==> config.mk <==
export PLATFORM = sky130hd
export DESIGN_NAME = oscd_top
export DESIGN_NICKNAME = d
export VERILOG_FILES = /design/src/shared/oscd_pkg.sv /design/src/verilog/oscd_top.sv
export SDC_FILE = /design/constraint.sdc
export NUM_CORES = 1
export LEC_CHECK = 0
export BUFFER_PORTS_ARGS = -buffer_cell sky130_fd_sc_hd__buf_4
export CORE_MARGIN = 10
export CORE_UTILIZATION = 45
export CTS_BUF_LIST = sky130_fd_sc_hd__clkbuf_4
export CTS_CLUSTER_DIAMETER = 60
export DETAILED_ROUTE_END_ITERATION = 16
export PLACE_DENSITY = 0.78
export SETUP_SLACK_MARGIN = 0.05
export SLEW_MARGIN = 20
export SYNTH_ARGS = -nofsm -noshare
export SYNTH_HDL_FRONTEND = slang
export SYNTH_SLANG_ARGS = --single-unit
==> constraint.sdc <==
create_clock -name pclk -period 2.19 [get_ports pclk]
set_clock_uncertainty 0.1 [all_clocks]
set_input_delay 0.438 -clock pclk [delete_from_list [all_inputs] [get_ports pclk]]
set_output_delay 0.438 -clock pclk [all_outputs]
set_load 0.02 [all_outputs]
==> src/shared/oscd_pkg.sv <==
// Purpose: constants and types for the oscillator select and clock divider block
// Assumes: APB slave, 32-bit data, one word per register
// Notes:   offsets are byte addresses

package oscd_pkg;

  // ---------------------------------------------------------------
  // register map
  // ---------------------------------------------------------------
  localparam logic [7:0] OSCD_OFS_OSC_CTRL = 8'h00;
  localparam logic [7:0] OSCD_OFS_CLK_DIV  = 8'h04;
  localparam logic [7:0] OSCD_OFS_UNLOCK   = 8'h08;

  // unlock keys, values arbitrary
  localparam logic [15:0] OSCD_KEY_FIRST  = 16'h00a5;
  localparam logic [15:0] OSCD_KEY_SECOND = 16'h005a;

  // ---------------------------------------------------------------
  // oscillator control fields
  // ---------------------------------------------------------------
  localparam int OSCD_CUR_LSB    = 12;
  localparam int OSCD_REQ_LSB    = 8;
  localparam int OSCD_SWLOCK_BIT = 7;
  localparam int OSCD_PPS_BIT    = 6;
  localparam int OSCD_PLLLK_BIT  = 5;
  localparam int OSCD_FAIL_BIT   = 3;
  localparam int OSCD_SWREQ_BIT  = 0;

  // ---------------------------------------------------------------
  // clock divisor fields
  // ---------------------------------------------------------------
  localparam int OSCD_ROI_BIT    = 15;
  localparam int OSCD_DOZE_LSB   = 12;
  localparam int OSCD_REDUCTION_ENABLE_BIT  = 11;
  localparam int OSCD_RCDIV_LSB  = 8;
  localparam int OSCD_POST_LSB   = 6;
  localparam int OSCD_PRE_LSB    = 0;

  // ---------------------------------------------------------------
  // reset values and encodings
  // ---------------------------------------------------------------
  localparam logic [2:0] OSCD_DOZE_RST  = 3'h3;
  localparam logic [2:0] OSCD_RCDIV_RST = 3'h0;
  localparam logic [1:0] OSCD_POST_RST  = 2'h1;
  localparam logic [1:0] OSCD_POST_RSVD = 2'h2;
  localparam logic [4:0] OSCD_PRE_RST   = 5'h00;
  localparam logic [1:0] OSCD_CFG_NOFSM = 2'h1;
  localparam logic [1:0] OSCD_CFG_FULL  = 2'h0;
  localparam logic [1:0] OSCD_INIT_CYC  = 2'h2;

  typedef enum logic [2:0] {
    OSCD_SRC_FAST_RC     = 3'b000,
    OSCD_SRC_FAST_RC_PLL = 3'b001,
    OSCD_SRC_PRIMARY     = 3'b010,
    OSCD_SRC_PRIMARY_PLL = 3'b011,
    OSCD_SRC_RESERVED    = 3'b100,
    OSCD_SRC_LOW_POWER   = 3'b101,
    OSCD_SRC_RC_DIV16    = 3'b110,
    OSCD_SRC_RC_DIVN     = 3'b111
  } oscd_src_type;

  typedef enum logic [1:0] {
    OSCD_SW_IDLE = 2'b00,
    OSCD_SW_WAIT = 2'b01
  } oscd_sw_state_type;

  // divider settings handed to the clock tree
  typedef struct packed {
    logic [2:0] rc_postscaler;
    logic [4:0] pll_input_divider;
    logic [1:0] pll_output_divider;
  } oscd_div_cfg_type;

endpackage

==> src/verilog/oscd_top.sv <==
// Purpose: oscillator select control and system clock divider, APB register slave
// Assumes: config straps and oscillator status arrive asynchronously
// Notes:   zero-wait APB; pready comes one cycle after setup
//
// Decided for this implementation: the register offsets and the APB register port.

`timescale 1ns/100ps
`default_nettype none

module oscd_top (
  // clock and reset
  input  wire logic                      pclk,
  input  wire logic                      presetn,
  // apb slave
  input  wire logic                      psel,
  input  wire logic                      penable,
  input  wire logic                      pwrite,
  input  wire logic [7:0]                paddr,
  input  wire logic [31:0]               pwdata,
  output logic      [31:0]               prdata,
  output logic                           pready,
  output logic                           pslverr,
  // nonvolatile configuration straps
  input  wire logic [2:0]                initial_source_config,
  input  wire logic [1:0]                switch_monitor_config,
  // oscillator and monitor status
  input  wire logic                      pll_locked,
  input  wire logic                      switch_done,
  input  wire logic                      fail_safe_monitor_fail,
  // same-clock requests
  input  wire logic                      interrupt_event,
  input  wire logic                      pin_select_write_req,
  // clock tree control
  output logic      [2:0]                current_source_sel,
  output logic      [2:0]                switch_target,
  output logic                           switch_start,
  output logic                           pll_in_use,
  output oscd_pkg::oscd_div_cfg_type     div_cfg,
  output logic                           instr_clk_en,
  output logic                           cpu_clk_en,
  // pin select gate
  output logic                           pin_select_lock,
  output logic                           pin_select_write_grant
);

  // ---------------------------------------------------------------
  // input synchronisers
  // ---------------------------------------------------------------
  logic [6:0] sync_a;
  logic [6:0] sync_b;
  wire  [6:0] async_in = {switch_done, pll_locked, switch_monitor_config,
                          initial_source_config};

  always_ff @(posedge pclk or negedge presetn) begin
    if (!presetn) begin
      sync_a <= 7'h00;
      sync_b <= 7'h00;
    end else begin
      sync_a <= async_in;
      sync_b <= sync_a;
    end
  end

  wire [2:0] cfg_source  = sync_b[2:0];
  wire [1:0] cfg_monitor = sync_b[4:3];
  wire       lock_s      = sync_b[5];
  wire       done_s      = sync_b[6];

  // fail input: own two-flop synchroniser, then one stage into the flag logic
  logic fail_a;
  logic fail_s;
  logic fail_seen;
  always_ff @(posedge pclk or negedge presetn) begin
    if (!presetn) begin
      fail_a <= 1'b0;
      fail_s <= 1'b0;
    end else begin
      fail_a <= fail_safe_monitor_fail;
      fail_s <= fail_a;
    end
  end

  // ---------------------------------------------------------------
  // power-on load of configured source
  // ---------------------------------------------------------------
  logic [1:0] init_cnt;
  logic       init_done;
  wire        init_load = !init_done && (init_cnt == oscd_pkg::OSCD_INIT_CYC);

  always_ff @(posedge pclk or negedge presetn) begin
    if (!presetn) begin
      init_cnt  <= 2'h0;
      init_done <= 1'b0;
    end else if (!init_done) begin
      init_cnt  <= init_cnt + 2'h1;
      init_done <= init_load;
    end
  end

  // ---------------------------------------------------------------
  // apb decode
  // ---------------------------------------------------------------
  wire setup     = psel && !penable;
  wire wr_commit = psel && penable && pwrite && pready;
  wire hit_osc   = (paddr == oscd_pkg::OSCD_OFS_OSC_CTRL);
  wire hit_div   = (paddr == oscd_pkg::OSCD_OFS_CLK_DIV);
  wire hit_key   = (paddr == oscd_pkg::OSCD_OFS_UNLOCK);
  wire mapped    = hit_osc || hit_div || hit_key;
  wire wr_osc    = wr_commit && hit_osc;
  wire wr_div    = wr_commit && hit_div;
  wire wr_key    = wr_commit && hit_key;

  // ---------------------------------------------------------------
  // unlock sequence
  // ---------------------------------------------------------------
  logic key_half;
  logic unlocked;
  wire  key_first  = wr_key && (pwdata[15:0] == oscd_pkg::OSCD_KEY_FIRST);
  wire  key_second = wr_key && key_half && (pwdata[15:0] == oscd_pkg::OSCD_KEY_SECOND);
  wire  osc_wr_ok  = wr_osc && unlocked;

  always_ff @(posedge pclk or negedge presetn) begin
    if (!presetn) begin
      key_half <= 1'b0;
      unlocked <= 1'b0;
    end else if (wr_commit) begin
      key_half <= key_first;
      unlocked <= key_second;
    end
  end

  // ---------------------------------------------------------------
  // oscillator control register
  // ---------------------------------------------------------------
  logic [2:0]        requested_source_sel;
  logic              switch_request;
  logic              switch_lock;
  logic              clock_fail_flag;
  oscd_pkg::oscd_sw_state_type sw_state;

  wire switching_on = !cfg_monitor[1];
  wire [2:0] new_req = pwdata[oscd_pkg::OSCD_REQ_LSB +: 3];
  wire cur_pll = (current_source_sel == oscd_pkg::OSCD_SRC_FAST_RC_PLL) ||
                 (current_source_sel == oscd_pkg::OSCD_SRC_PRIMARY_PLL);
  wire req_pll = (new_req == oscd_pkg::OSCD_SRC_FAST_RC_PLL) ||
                 (new_req == oscd_pkg::OSCD_SRC_PRIMARY_PLL);
  wire pll_hop = cur_pll && req_pll && (new_req != current_source_sel);
  wire lock_blocks = switch_lock && (cfg_monitor == oscd_pkg::OSCD_CFG_NOFSM);
  wire req_legal = (new_req != oscd_pkg::OSCD_SRC_RESERVED) && !pll_hop;
  wire sw_grant = osc_wr_ok && pwdata[oscd_pkg::OSCD_SWREQ_BIT] && switching_on &&
                  !lock_blocks && req_legal && (sw_state == oscd_pkg::OSCD_SW_IDLE);
  wire sw_finish = (sw_state == oscd_pkg::OSCD_SW_WAIT) && done_s;
  wire fail_event = fail_seen && (cfg_monitor == oscd_pkg::OSCD_CFG_FULL);

  always_ff @(posedge pclk or negedge presetn) begin
    if (!presetn) begin
      requested_source_sel <= 3'h0;
      switch_lock          <= 1'b0;
      pin_select_lock      <= 1'b0;
    end else if (init_load) begin
      requested_source_sel <= cfg_source;
    end else if (osc_wr_ok) begin
      requested_source_sel <= new_req;
      switch_lock          <= pwdata[oscd_pkg::OSCD_SWLOCK_BIT];
      pin_select_lock      <= pwdata[oscd_pkg::OSCD_PPS_BIT];
    end
  end

  // flag set by monitor wins over software clear
  always_ff @(posedge pclk or negedge presetn) begin
    if (!presetn) begin
      fail_seen       <= 1'b0;
      clock_fail_flag <= 1'b0;
    end else begin
      fail_seen <= fail_s;
      if (fail_event) begin
        clock_fail_flag <= 1'b1;
      end else if (osc_wr_ok && !pwdata[oscd_pkg::OSCD_FAIL_BIT]) begin
        clock_fail_flag <= 1'b0;
      end
    end
  end

  // ---------------------------------------------------------------
  // switch sequencer
  // ---------------------------------------------------------------
  always_ff @(posedge pclk or negedge presetn) begin
    if (!presetn) begin
      sw_state           <= oscd_pkg::OSCD_SW_IDLE;
      switch_request     <= 1'b0;
      switch_start       <= 1'b0;
      switch_target      <= 3'h0;
      current_source_sel <= 3'h0;
    end else begin
      unique case (sw_state)
        oscd_pkg::OSCD_SW_IDLE: begin
          if (init_load) begin
            current_source_sel <= cfg_source;
            switch_target      <= cfg_source;
          end else if (sw_grant) begin
            switch_request <= 1'b1;
            switch_start   <= 1'b1;
            switch_target  <= new_req;
            sw_state       <= oscd_pkg::OSCD_SW_WAIT;
          end
        end
        oscd_pkg::OSCD_SW_WAIT: begin
          if (sw_finish) begin
            current_source_sel <= switch_target;
            switch_request     <= 1'b0;
            switch_start       <= 1'b0;
            sw_state           <= oscd_pkg::OSCD_SW_IDLE;
          end
        end
      endcase
    end
  end

  always_ff @(posedge pclk or negedge presetn) begin
    if (!presetn) begin
      pll_in_use <= 1'b0;
    end else begin
      pll_in_use <= cur_pll;
    end
  end

  wire pll_lock_status = pll_in_use && lock_s;

  always_ff @(posedge pclk or negedge presetn) begin
    if (!presetn) begin
      pin_select_write_grant <= 1'b0;
    end else begin
      pin_select_write_grant <= pin_select_write_req && !pin_select_lock;
    end
  end

  // ---------------------------------------------------------------
  // clock divisor register
  // ---------------------------------------------------------------
  logic       recover_on_interrupt;
  logic [2:0] reduction_sel;
  logic       reduction_enable;
  wire  [1:0] new_post = pwdata[oscd_pkg::OSCD_POST_LSB +: 2];

  always_ff @(posedge pclk or negedge presetn) begin
    if (!presetn) begin
      recover_on_interrupt <= 1'b0;
      reduction_sel        <= oscd_pkg::OSCD_DOZE_RST;
      div_cfg.rc_postscaler      <= oscd_pkg::OSCD_RCDIV_RST;
      div_cfg.pll_output_divider <= oscd_pkg::OSCD_POST_RST;
      div_cfg.pll_input_divider  <= oscd_pkg::OSCD_PRE_RST;
    end else if (wr_div) begin
      recover_on_interrupt       <= pwdata[oscd_pkg::OSCD_ROI_BIT];
      reduction_sel              <= pwdata[oscd_pkg::OSCD_DOZE_LSB +: 3];
      div_cfg.rc_postscaler      <= pwdata[oscd_pkg::OSCD_RCDIV_LSB +: 3];
      div_cfg.pll_input_divider  <= pwdata[oscd_pkg::OSCD_PRE_LSB +: 5];
      if (new_post != oscd_pkg::OSCD_POST_RSVD) begin
        div_cfg.pll_output_divider <= new_post;
      end
    end
  end

  // interrupt recovery wins over a same-cycle software set
  always_ff @(posedge pclk or negedge presetn) begin
    if (!presetn) begin
      reduction_enable <= 1'b0;
    end else if (interrupt_event && recover_on_interrupt) begin
      reduction_enable <= 1'b0;
    end else if (wr_div) begin
      reduction_enable <= pwdata[oscd_pkg::OSCD_REDUCTION_ENABLE_BIT];
    end
  end

  // ---------------------------------------------------------------
  // instruction and processor clock enables
  // ---------------------------------------------------------------
  logic       half_phase;
  logic [6:0] doze_cnt;
  wire  [6:0] doze_mask = 7'(({1'b0, 7'h7f}) >> (3'h7 - reduction_sel));
  wire        doze_hit  = !reduction_enable || ((doze_cnt & doze_mask) == doze_mask);

  always_ff @(posedge pclk or negedge presetn) begin
    if (!presetn) begin
      half_phase   <= 1'b0;
      instr_clk_en <= 1'b0;
      cpu_clk_en   <= 1'b0;
      doze_cnt     <= 7'h00;
    end else begin
      half_phase   <= !half_phase;
      instr_clk_en <= half_phase;
      cpu_clk_en   <= half_phase && doze_hit;
      if (half_phase) begin
        doze_cnt <= reduction_enable ? doze_cnt + 7'h01 : 7'h00;
      end
    end
  end

  // ---------------------------------------------------------------
  // read mux and response
  // ---------------------------------------------------------------
  wire [15:0] osc_word = {1'b0, current_source_sel, 1'b0, requested_source_sel,
                          switch_lock, pin_select_lock, pll_lock_status, 1'b0,
                          clock_fail_flag, 2'b00, switch_request};
  wire [15:0] div_word = {recover_on_interrupt, reduction_sel, reduction_enable,
                          div_cfg.rc_postscaler, div_cfg.pll_output_divider, 1'b0,
                          div_cfg.pll_input_divider};
  wire [31:0] rd_word  = hit_osc ? {16'h0000, osc_word} :
                         hit_div ? {16'h0000, div_word} : 32'h0000_0000;

  always_ff @(posedge pclk or negedge presetn) begin
    if (!presetn) begin
      prdata  <= 32'h0000_0000;
      pready  <= 1'b0;
      pslverr <= 1'b0;
    end else begin
      pready  <= setup;
      pslverr <= setup && !mapped;
      if (setup && !pwrite) begin
        prdata <= rd_word;
      end
    end
  end

endmodule

`default_nettype wire

==> impl_metrics.tcl, run 1 <==
set metrics [dict create \
    drt.antenna.violating_nets 0 \
    fill_cells 604 \
    synth.distinct_cells 47 \
    r2r_cells 6 \
    dieArea_mm2 0.01155 \
    period_share 0.8968 \
    cp_data_arrival_time_ns 2.18 \
    endpoint "switch_target[1]" \
    hp-class "primary input to flop" \
    num_vias 2660 \
    nets 457 \
    postSynthAreaPerCell_um2 11.14 \
    drcViolationCount 0 \
    cts_buffers 9 \
    routabilityCongestion 0.8496 \
    cp_max_fo 5 \
    fin_crit_ns 1.964 \
    start_kind "primary input" \
    htreeDepth 3 \
    power_density_mw_per_mm2 740.1 \
    diodes 0 \
    netlist_area_mm2 0.003443 \
    seq_area_frac_synth 0.5825 \
    worstPathRequired_ns 2.40 \
    vdd_drop_max_mv 0.4289 \
    path_class "primary input to flop" \
    end_kind "flop" \
    grt_max_degree 28 \
    first_iter_violations 189 \
    num_rows 31 \
    clkTransAtPathRegs_ns 0.12 \
    area.growth.synth_to_final_pct 25.94 \
    place_area_mm2 0.004138 \
    wl_um 8555 \
    grt_first_pass_wirelength_um 13570 \
    gr-total-overflow 0 \
    die_y_um 107.5 \
    p_leak_nw 2.191 \
    layout-drive-gt1-share 0.3111 \
    tritoncts "built" \
    maxSlewHeadroom 0.6112 \
    ctsResizeCount 0 \
    slew_viol_final 0 \
    hold_viol 0 \
    groute.usage.overall 0.1474 \
    worst_pin_slew_ns 0.5832 \
    numClockSinks 80 \
    boundaryPins 111 \
    drt_first_pass_iters 4 \
    setup_viol 0 \
    detail_route.vias_per_cell 5.278 \
    yosys_warnings 0 \
    timing.rr.end "current_source_sel[0]" \
    crit_path_start "paddr[5]" \
    antenna_found_initial 0 \
    maxCapViolCount 0 \
    r2r_start "init_cnt[0]" \
    cts_root_buf "clkbuf_4" \
    wl_per_cell_um 16.97 \
    post-route-cell-area_mm2 0.004337 \
    r2r_slack_ns 0.43 \
    status "finished, final reports clean" \
    dp_hpwl_um 6598 \
    clockBufferDepth 2 \
    core-area_mm2 0.007331 \
    start_util 0.4697 \
    maxClockFrequency_mhz 509.2 \
    ys_seq_elements 80 \
    clkLatencyLatePin_ns 0.42 \
    rsz0062_at_grt "false" \
    die_w_um 107.5 \
    port_buffers 78 \
    grt_pass1_vias 2651 \
    total_power_mw 3.210 \
    syn_inst 309 \
]
-- cell usage after synthesis (all sizes together) --
cell / count / area share
or2: 1 / 0.0018
nor4b: 2 / 0.0094
nor4: 2 / 0.0036
conb: 1 / 0.0011
mux2i: 7 / 0.020
a21o: 1 / 0.0022
and4b: 2 / 0.0058
o21ai: 21 / 0.031
nor4bb: 2 / 0.0058
nand2b: 4 / 0.0073
a32o: 1 / 0.0029
a22o: 1 / 0.0025
nand2: 27 / 0.032
dfrtp: 77 / 0.56
o22ai: 1 / 0.0018
xor2: 1 / 0.0025
ha: 2 / 0.0073
or4: 1 / 0.0033
and4: 1 / 0.0025
buf: 21 / 0.045
nor2b: 3 / 0.0055
a41o: 1 / 0.0029
dfstp: 3 / 0.023
or3: 3 / 0.0055
clkbuf: 6 / 0.0065
o21a: 1 / 0.0022
nor2: 38 / 0.041
inv: 15 / 0.016
o31ai: 2 / 0.0044
a221oi: 13 / 0.035
nor3b: 1 / 0.0022
a31oi: 3 / 0.0055
nand3: 12 / 0.019
o2bb2ai: 1 / 0.0025
nor3: 1 / 0.0015
nand4: 7 / 0.013
xnor2: 1 / 0.0025
a21oi: 7 / 0.010
o22a: 4 / 0.010
mux2: 11 / 0.045
-- metal layers --
layer,track usage,wire length [µm],up-vias,share of wire
met5,0,0,-,0
met4,0.05057,108,0,0.013
met3,0.04132,729,10,0.085
met2,0.2421,4189,115,0.49
met1,0.1821,3527,1297,0.41
li1,-,-,1238,-
-- how the worst min path moves through the flow --
| stage | startpoint | to | cells past startpoint |
|---|---|---|---|
| 6_report | switch_monitor_config[1] | sync_a[4] | 1 |
| 5_1_grt | switch_monitor_config[1] | sync_a[4] | 1 |
| 4_1_cts | initial_source_config[1] | sync_a[1] | 1 |
| 3_5_place_dp | sync_a[0] | sync_b[0] | 0 |
| 3_3_place_gp | sync_a[0] | sync_b[0] | 0 |
| 2_1_floorplan | presetn | clock_fail_flag | 0 |
-- power by group --
part	switching, mW	leakage (nW)	internal [mW]
combinational	0.297	1.13	0.238
sequential	0.113	0.975	1.59
clock	0.494	0.0901	0.473
-- layout make-up --
type,count,area [µm²],share of cell area
clock buffer,10,75.07,0.01731
inverter,15,56.30,0.01298
tap,99,123.9,0.02856
timing repair buffer,92,713.2,0.1645
clock inverter,6,83.83,0.01933
sequential,80,2006,0.4625
multi-input combinational,202,1279,0.2949
-- sequential cells by signal, summed over array words and instances, names as in the netlist, 2 cells and up --
register and cells:
prdata 16, div_cfg 10, doze_cnt 7, sync_a 7, sync_b 7, current_source_sel 3, reduction_sel 3, requested_source_sel 3
switch_target 3, init_cnt 2
-- worst max-delay path: stages --
cell	delay (ns)
buf_4	0.11
or4_4	0.57
nor4b_4	0.35
and4b_1	0.38
a31oi_1	0.13
o22a_1	0.20
-- cells by family (layout without fill, tap and decap cells) --
| kind of cell | Yosys count | in the layout | synth area share |
|---|---|---|---|
| AOI/OAI and AO/OA | 57 | 57 | 0.1126 |
| xor gates and xnor gates | 2 | 2 | 0.005088 |
| adders and majority gates | 2 | 2 | 0.007266 |
| buffers and inverters | 42 | 123 | 0.06758 |
| DFF | 80 | 80 | 0.5825 |
| muxes | 18 | 18 | 0.06505 |
| other | 1 | 16 | 0.001089 |
| and+or+nand+nor | 107 | 107 | 0.1588 |
-- layout by cell type, fill, tap and decap left out, types with 7 or more instances in the layout --
cell and count:
nand2_1 26, buf_4 87, mux2i_1 7, nor2_1 37, o21ai_0 21, dfrtp_1 77, conb_1 16, a21oi_1 7
inv_1 15, nand3_1 11, clkbuf_4 10, a221oi_1 12, nand4_1 7, mux2_4 8
-- repair_timing --
action | 4_1_cts | 5_1_grt
setup buffers | 0 | 0
hold endpoints to repair | 23 | 1
hold buffers | 3 | 1
-- through the flow --
step	TNS [ns]	utilization	setup slack [ns]	hold WS, ns	std cells
finish	0	0.5916	0.2260	0.01936	504
floorplan	0	-	0.05972	0.04241	324
global route	0	0.5916	0.1637	0.003034	504
global placement	-1.738	0.5644	-0.1480	0.2317	484
detailed placement	-2.456	0.5644	-0.1869	0.2356	484
CTS	0	0.5902	0.2556	0.001910	503
Power figures use the tool's default switching activity.
==> run 2, diff against run 1 <==
--- a/config.mk
+++ b/config.mk
@@ -11,7 +11,7 @@
 export CTS_BUF_LIST = sky130_fd_sc_hd__clkbuf_4
 export CTS_CLUSTER_DIAMETER = 60
 export DETAILED_ROUTE_END_ITERATION = 16
-export PLACE_DENSITY = 0.78
+export PLACE_DENSITY = 0.81
 export SETUP_SLACK_MARGIN = 0.05
 export SLEW_MARGIN = 20
 export SYNTH_ARGS = -nofsm -noshare
==> constraint.sdc (replaced) <==
create_clock -name pclk -period 1.6 [get_ports pclk]
set_clock_uncertainty 0.1 [all_clocks]
set_input_delay 0.32 -clock pclk [delete_from_list [all_inputs] [get_ports pclk]]
set_output_delay 0.32 -clock pclk [all_outputs]
set_load 0.02 [all_outputs]
==> run 2 against run 1 <==
Compared with the run above: the run now ends with negative setup slack left; first-iteration DRC count shrank 19%; final cell count rose by 7.3%; core utilization rose by 7.4 points.
==> impl_metrics.tcl, run 2 (synthesis results as in run 1) <==
set metrics [dict create \
    status "finished with violations" \
    failed_checks "negative setup slack" \
    drcViolationCount 0 \
    cts_root_buf "clkbuf_4" \
    largest_reg_flops 16 \
    largest-register "prdata" \
    final_cell_mix "buf_4, dfrtp_1, nor2_1" \
    grt_first_pass_wirelength_um 15130 \
    gr-total-overflow 0 \
    cp_data_arrival_time_ns 2.08 \
    crit_buf_inv 1 \
    layout-drive-gt1-share 0.4050 \
    multiInputGateArea_mm2 0.001430 \
    path_delay_family "simple AND/OR/NAND/NOR gates" \
    hold_viol 0 \
    clockBufferDepth 2 \
    die_w_um 107.5 \
    diodes 0 \
    port_buffers 78 \
    fin_crit_ns 1.810 \
    numClockSinks 80 \
    clkTransAtPathRegs_ns 0.13 \
    total_power_mw 4.493 \
    path_class "primary input to flop" \
    boundaryPins 111 \
    crit_path_start "paddr[5]" \
    cp_max_fo 5 \
    core-area_mm2 0.007331 \
    dieArea_mm2 0.01155 \
    cp_slowest_cell "or4_4" \
    p_leak_nw 2.421 \
    swShare 0.2894 \
    area.growth.synth_to_final_pct 41.64 \
    period_share 1.131 \
    wl_per_cell_um 18.06 \
    detail_route.vias_per_cell 5.335 \
    dp_hpwl_um 7004 \
    regArea_mm2 0.002008 \
    vdd_drop_max_mv 0.6497 \
    die_y_um 107.5 \
    clkLatencyLatePin_ns 0.43 \
    wl_um 9769 \
    maxCapViolCount 0 \
    grt_max_degree 34 \
    routabilityCongestion 0.8393 \
    num_vias 2886 \
    final_common_cell "buf_4" \
    dp_cells 499 \
    maxClockFrequency_mhz 552.5 \
    antenna_found_initial 0 \
    worstPathRequired_ns 1.87 \
    start_kind "primary input" \
    path_cells "buf_6, or4_4, nor4b_4, and4b_2, o21a_1, o22a_1" \
    switching_power_mw 1.300 \
    p_int_mw 3.193 \
    num_rows 31 \
    comb_power_share 0.187 \
    fin_ws_ns -0.2098 \
    cpPeakStageDelay_ns 0.57 \
    rsz0062_at_grt "true" \
    drt.antenna.violating_nets 0 \
    pwr-share-seq 0.520 \
    setup_viol 31 \
    first_iter_violations 153 \
    fill_cells 549 \
    start_util 0.4697 \
    nets 494 \
    htreeDepth 3 \
    tritoncts "built" \
    r2r_start "pready" \
    grt_pass1_vias 3038 \
    groute.usage.overall 0.1647 \
    reg.largest.list "prdata (16), div_cfg (10)" \
    pwr-share-clk 0.294 \
    slew_viol_final 0 \
    fin_cells 541 \
    hp-class "primary input to flop" \
    cts_buffers 9 \
    hp-start "pwdata[15]" \
    power_density_mw_per_mm2 921.3 \
    drt_first_pass_iters 4 \
    end_kind "flop" \
]
## run 2: cell count changes in the layout (fill, tap and decap cells not counted), moves of 7 or more
| cell | before | now |
|---|---|---|
| buf_6 | 0 | 13 |
| buf_4 | 87 | 99 |
| o21ai_0 | 21 | 13 |
| dlygate4sd3_1 | 4 | 11 |
| nand3_1 | 11 | 4 |
| nand3_2 | 1 | 8 |
## run 2: stage by stage
step / hold slack [ns] / setup slack, ns / TNS [ns] / instance area [µm²] / utilization
after floorplan: -0.07559 / -0.4117 / -10.55 / 3503 / -
after global placement: 0.1406 / -0.5743 / -19.62 / 4275 / 0.5832
after detailed placement: 0.1421 / -0.6650 / -21.97 / 4275 / 0.5832
after CTS: 0.003591 / -0.1465 / -1.310 / 4642 / 0.6332
after global routing: 0.01151 / -0.2179 / -4.765 / 4877 / 0.6653
final: 0.03037 / -0.2098 / -3.173 / 4877 / 0.6653
## run 2: path summary, 6_finish.rpt
kind                                         to  slack, ns  depth (start not counted)
hold reg to reg                       sync_b[5]       0.26                          0
setup reg to reg               switch_target[0]      -0.19                          5
hold / removal             recover_on_interrupt       0.03                          2
min in group asynchronous           switch_lock       0.21                          2
setup / recovery               switch_target[0]      -0.21                          6
max in group asynchronous            half_phase       0.63                          3
## run 2: layer usage
metal / vias to the layer above / GRT usage / wire length [µm]
met5: - / 0 / 0
met4: 0 / 0.08015 / 231
met3: 21 / 0.05449 / 882
met2: 131 / 0.2718 / 4876
met1: 1418 / 0.1883 / 3779
li1: 1316 / - / -
## run 2: power by group through the flow
stage	registers [mW]	logic (mW)	clock network [mW]
global placement	2.36	0.748	0
detailed placement	2.37	0.779	0
floorplan	2.41	0.372	0
finish	2.33	0.839	1.32
global route	2.36	0.941	1.42
CTS	2.33	0.820	1.33
## run 2: timing repair
item / CTS / global route
endpoints found under the hold margin: 73 / 1
pin swaps: 1 / 15
endpoints found under the setup margin: 45 / 51
gates resized for setup: 24 / 31
cloned: 1 / 1
hold buffers: 10 / 1
buffers inserted: 6 / 10
## run 2: cell type report
type                            instances  area share
Clock buffer                            9     0.01385
Clock inverter                          7     0.01770
Inverter                               15     0.01154
Multi-Input combinational cell        203      0.2932
Sequential cell                        80      0.4118
Tap cell                               99     0.02540
Timing Repair Buffer                  128      0.2265
## run 2: worst reg2reg max path, cell delays in order (launching register included)
cell,delay (ns)
dfrtp_1,0.42
and4_2,0.35
nand2_1,0.11
and4b_2,0.27
o21a_1,0.22
o22a_1,0.23
==> run 3, diff against run 2 <==
--- a/config.mk
+++ b/config.mk
@@ -5,13 +5,14 @@
 export SDC_FILE = /design/constraint.sdc
 export NUM_CORES = 1
 export LEC_CHECK = 0
+export ABC_AREA = 1
 export BUFFER_PORTS_ARGS = -buffer_cell sky130_fd_sc_hd__buf_4
 export CORE_MARGIN = 10
 export CORE_UTILIZATION = 45
 export CTS_BUF_LIST = sky130_fd_sc_hd__clkbuf_4
 export CTS_CLUSTER_DIAMETER = 60
 export DETAILED_ROUTE_END_ITERATION = 16
-export PLACE_DENSITY = 0.81
+export PLACE_DENSITY = 0.84
 export SETUP_SLACK_MARGIN = 0.05
 export SLEW_MARGIN = 20
 export SYNTH_ARGS = -nofsm -noshare
==> run 3 against run 2 <==
Compared with the run above: the flow now finishes without violations; synthesized area is 2.1% higher; hold slack worse by 0.012 ns; wire length is 7.8% lower; sequential power is 9.4% lower; largest power group unchanged.
==> impl_metrics.tcl, run 3 <==
set metrics [dict create \
    status "finished, final reports clean" \
    numClockSinks 80 \
    period_share 0.9470 \
    synth_top_area_share 0.5482 \
    crit_buf_inv 1 \
    ys.flop_type "dfrtp_1" \
    dieArea_mm2 0.01175 \
    cpPeakStageDelay_ns 0.56 \
    synthTopCellsByArea "dfrtp_1, nand2_1, inv_1" \
    nets 569 \
    hp-class "primary input to flop" \
    cp_slowest_cell "dfstp_2" \
    drcViolationCount 0 \
    yosys-top-cells-count "nand2_1, dfrtp_1, inv_1" \
    fill_cells 626 \
    grt_pass1_vias 3156 \
    die_y_um 108.4 \
    fin_setup_tns_ns 0 \
    drt.antenna.violating_nets 0 \
    layout-drive-gt1-share 0.2553 \
    crit_path_start "div_cfg[0]" \
    swShare 0.2509 \
    diodes 0 \
    routabilityCongestion 0.8396 \
    r2r_start "init_cnt[0]" \
    yosys_warnings 0 \
    path_delay_family "flip-flops" \
    tritoncts "built" \
    hp-start "pwdata[8]" \
    path_depth 1 \
    worstPathRequired_ns 1.18 \
    switching_power_mw 0.9618 \
    grt_max_degree 26 \
    hold_depth 3 \
    detail_route.vias_per_cell 4.756 \
    port_buffers 78 \
    cp_max_fo 2 \
    power_density_mw_per_mm2 833.9 \
    antenna_found_initial 0 \
    num_rows 32 \
    maxClockFrequency_mhz 660.0 \
    clockBufferDepth 2 \
    final_cell_mix "nand2_1, buf_4, dfrtp_1" \
    cts_buffers 9 \
    postSynthAreaPerCell_um2 8.765 \
    final_util 0.6011 \
    dp_hpwl_um 6954 \
    path_cells "buf_6" \
    p_int_mw 2.872 \
    largest-register "prdata" \
    vdd_drop_max_mv 0.5691 \
    reg.largest.list "prdata (16), div_cfg (10)" \
    netlist_area_mm2 0.003515 \
    drt_first_pass_iters 4 \
    wl_um 9008 \
    wl_per_cell_um 14.55 \
    htreeDepth 3 \
    boundaryPins 111 \
    largest_reg_flops 16 \
    die_w_um 108.4 \
    fin_crit_ns 1.515 \
    first_iter_violations 119 \
    synth.distinct_cells 32 \
    pwr-share-clk 0.351 \
    clkLatencyLatePin_ns 0.43 \
    seq_area_frac_synth 0.5707 \
    gr-total-overflow 0 \
    setup_viol 0 \
    start_util 0.4596 \
    p_leak_nw 2.445 \
    core-area_mm2 0.007647 \
    clkTransAtPathRegs_ns 0.13 \
    grt_first_pass_wirelength_um 14950 \
    area.growth.synth_to_final_pct 30.79 \
    maxCapViolCount 0 \
    end_kind "output pin" \
    path_class "flop to output pin" \
    pwr-share-seq 0.550 \
    hold_viol 0 \
    cp_data_arrival_time_ns 1.10 \
    num_vias 2944 \
    synth_edf_count 0 \
    comb_power_share 0.099 \
    r2r_cells 9 \
    yosysTopAreaCell "dfrtp_1" \
    syn_inst 401 \
    slew_viol_final 0 \
    ys_seq_elements 80 \
    cts_root_buf "clkbuf_4" \
    start_kind "flop" \
    synth_most_common_cell "nand2_1" \
    async_flop_share 1.000 \
    groute.usage.overall 0.1597 \
    rsz0062_at_grt "false" \
    final_common_cell "nand2_1" \
]
[run 3: changes by cell type in the layout (fill, tap and decap cells not counted), moves of 6 or more]
cell,change
nand3_1,+16
nand3_2,-8
nand2_1,+99
a221oi_1,-6
mux2i_1,-7
a221oi_2,-7
inv_1,+32
nor2_1,-8
buf_4,-11
o22ai_1,+8
buf_6,-12
mux2_4,-10
[run 3: cell type report]
class / count / area (µm²) / area share
clock buffer: 9 / 67.56 / 0.01470
clock inverter: 7 / 95.09 / 0.02069
inverter: 52 / 195.2 / 0.04246
multi-input combinational: 262 / 1214 / 0.2640
sequential: 80 / 2006 / 0.4363
tap: 102 / 127.6 / 0.02776
timing repair buffer: 107 / 892.1 / 0.1941
[run 3: cells by family after synthesis]
logic type                 Yosys count  share of synthesized area
adders and majority gates            2                   0.007119
DFF                                 80                     0.5707
AOI/OAI and AO/OA                   48                    0.07619
buffers and inverters               74                     0.1029
other                                1                   0.001067
xor gates and xnor gates             2                   0.004985
and+or+nand+nor                    194                     0.2371
[run 3: what timing repair did]
item | 4_1_cts | 5_1_grt
cloned | 0 | 0
hold buffers | 14 | 0
buffers inserted | 1 | 1
hold endpoints to repair | 90 | 0
resized for setup | 1 | 4
endpoints found under the setup margin | 1 | 7
[run 3: path summary, 6_finish.rpt]
check / to / slack [ns]
setup / recovery: div_cfg[0] / 0.08
hold / removal: div_cfg[7] / 0.02
setup reg to reg: requested_source_sel[2] / 0.16
hold reg to reg: fail_seen / 0.26
max in group asynchronous: div_cfg[0] / 0.65
min in group asynchronous: sync_a[2] / 0.18
[run 3: metal layers]
layer	track usage	routed length, µm	vias to the layer above
li1	-	-	1456
met1	0.1721	3534	1379
met2	0.2845	4627	91
met3	0.04045	597	18
met4	0.08004	248	0
met5	0	0	-
[run 3: power groups by stage]
stage | clock network, mW | registers, mW | logic (mW)
4_1_cts | 1.38 | 2.11 | 0.382
2_1_floorplan | 0 | 2.17 | 0.145
3_3_place_gp | 0 | 2.14 | 0.346
5_1_grt | 1.47 | 2.11 | 0.419
3_5_place_dp | 0 | 2.15 | 0.353
6_report | 1.35 | 2.11 | 0.381
[run 3: metrics by stage]
step / setup WS (ns) / std cells / power [mW] / hold slack, ns / cell area (µm²)
global route: 0.03549 / 619 / 4.003 / 0.009844 / 4597
global placement: 0.06684 / 587 / 2.487 / 0.09414 / 4265
CTS: 0.05682 / 618 / 3.866 / 0.002669 / 4579
detailed placement: 0.03653 / 587 / 2.499 / 0.09753 / 4265
finish: 0.08480 / 619 / 3.834 / 0.01809 / 4597
floorplan: 0.1861 / 416 / 2.312 / -0.07559 / 3571
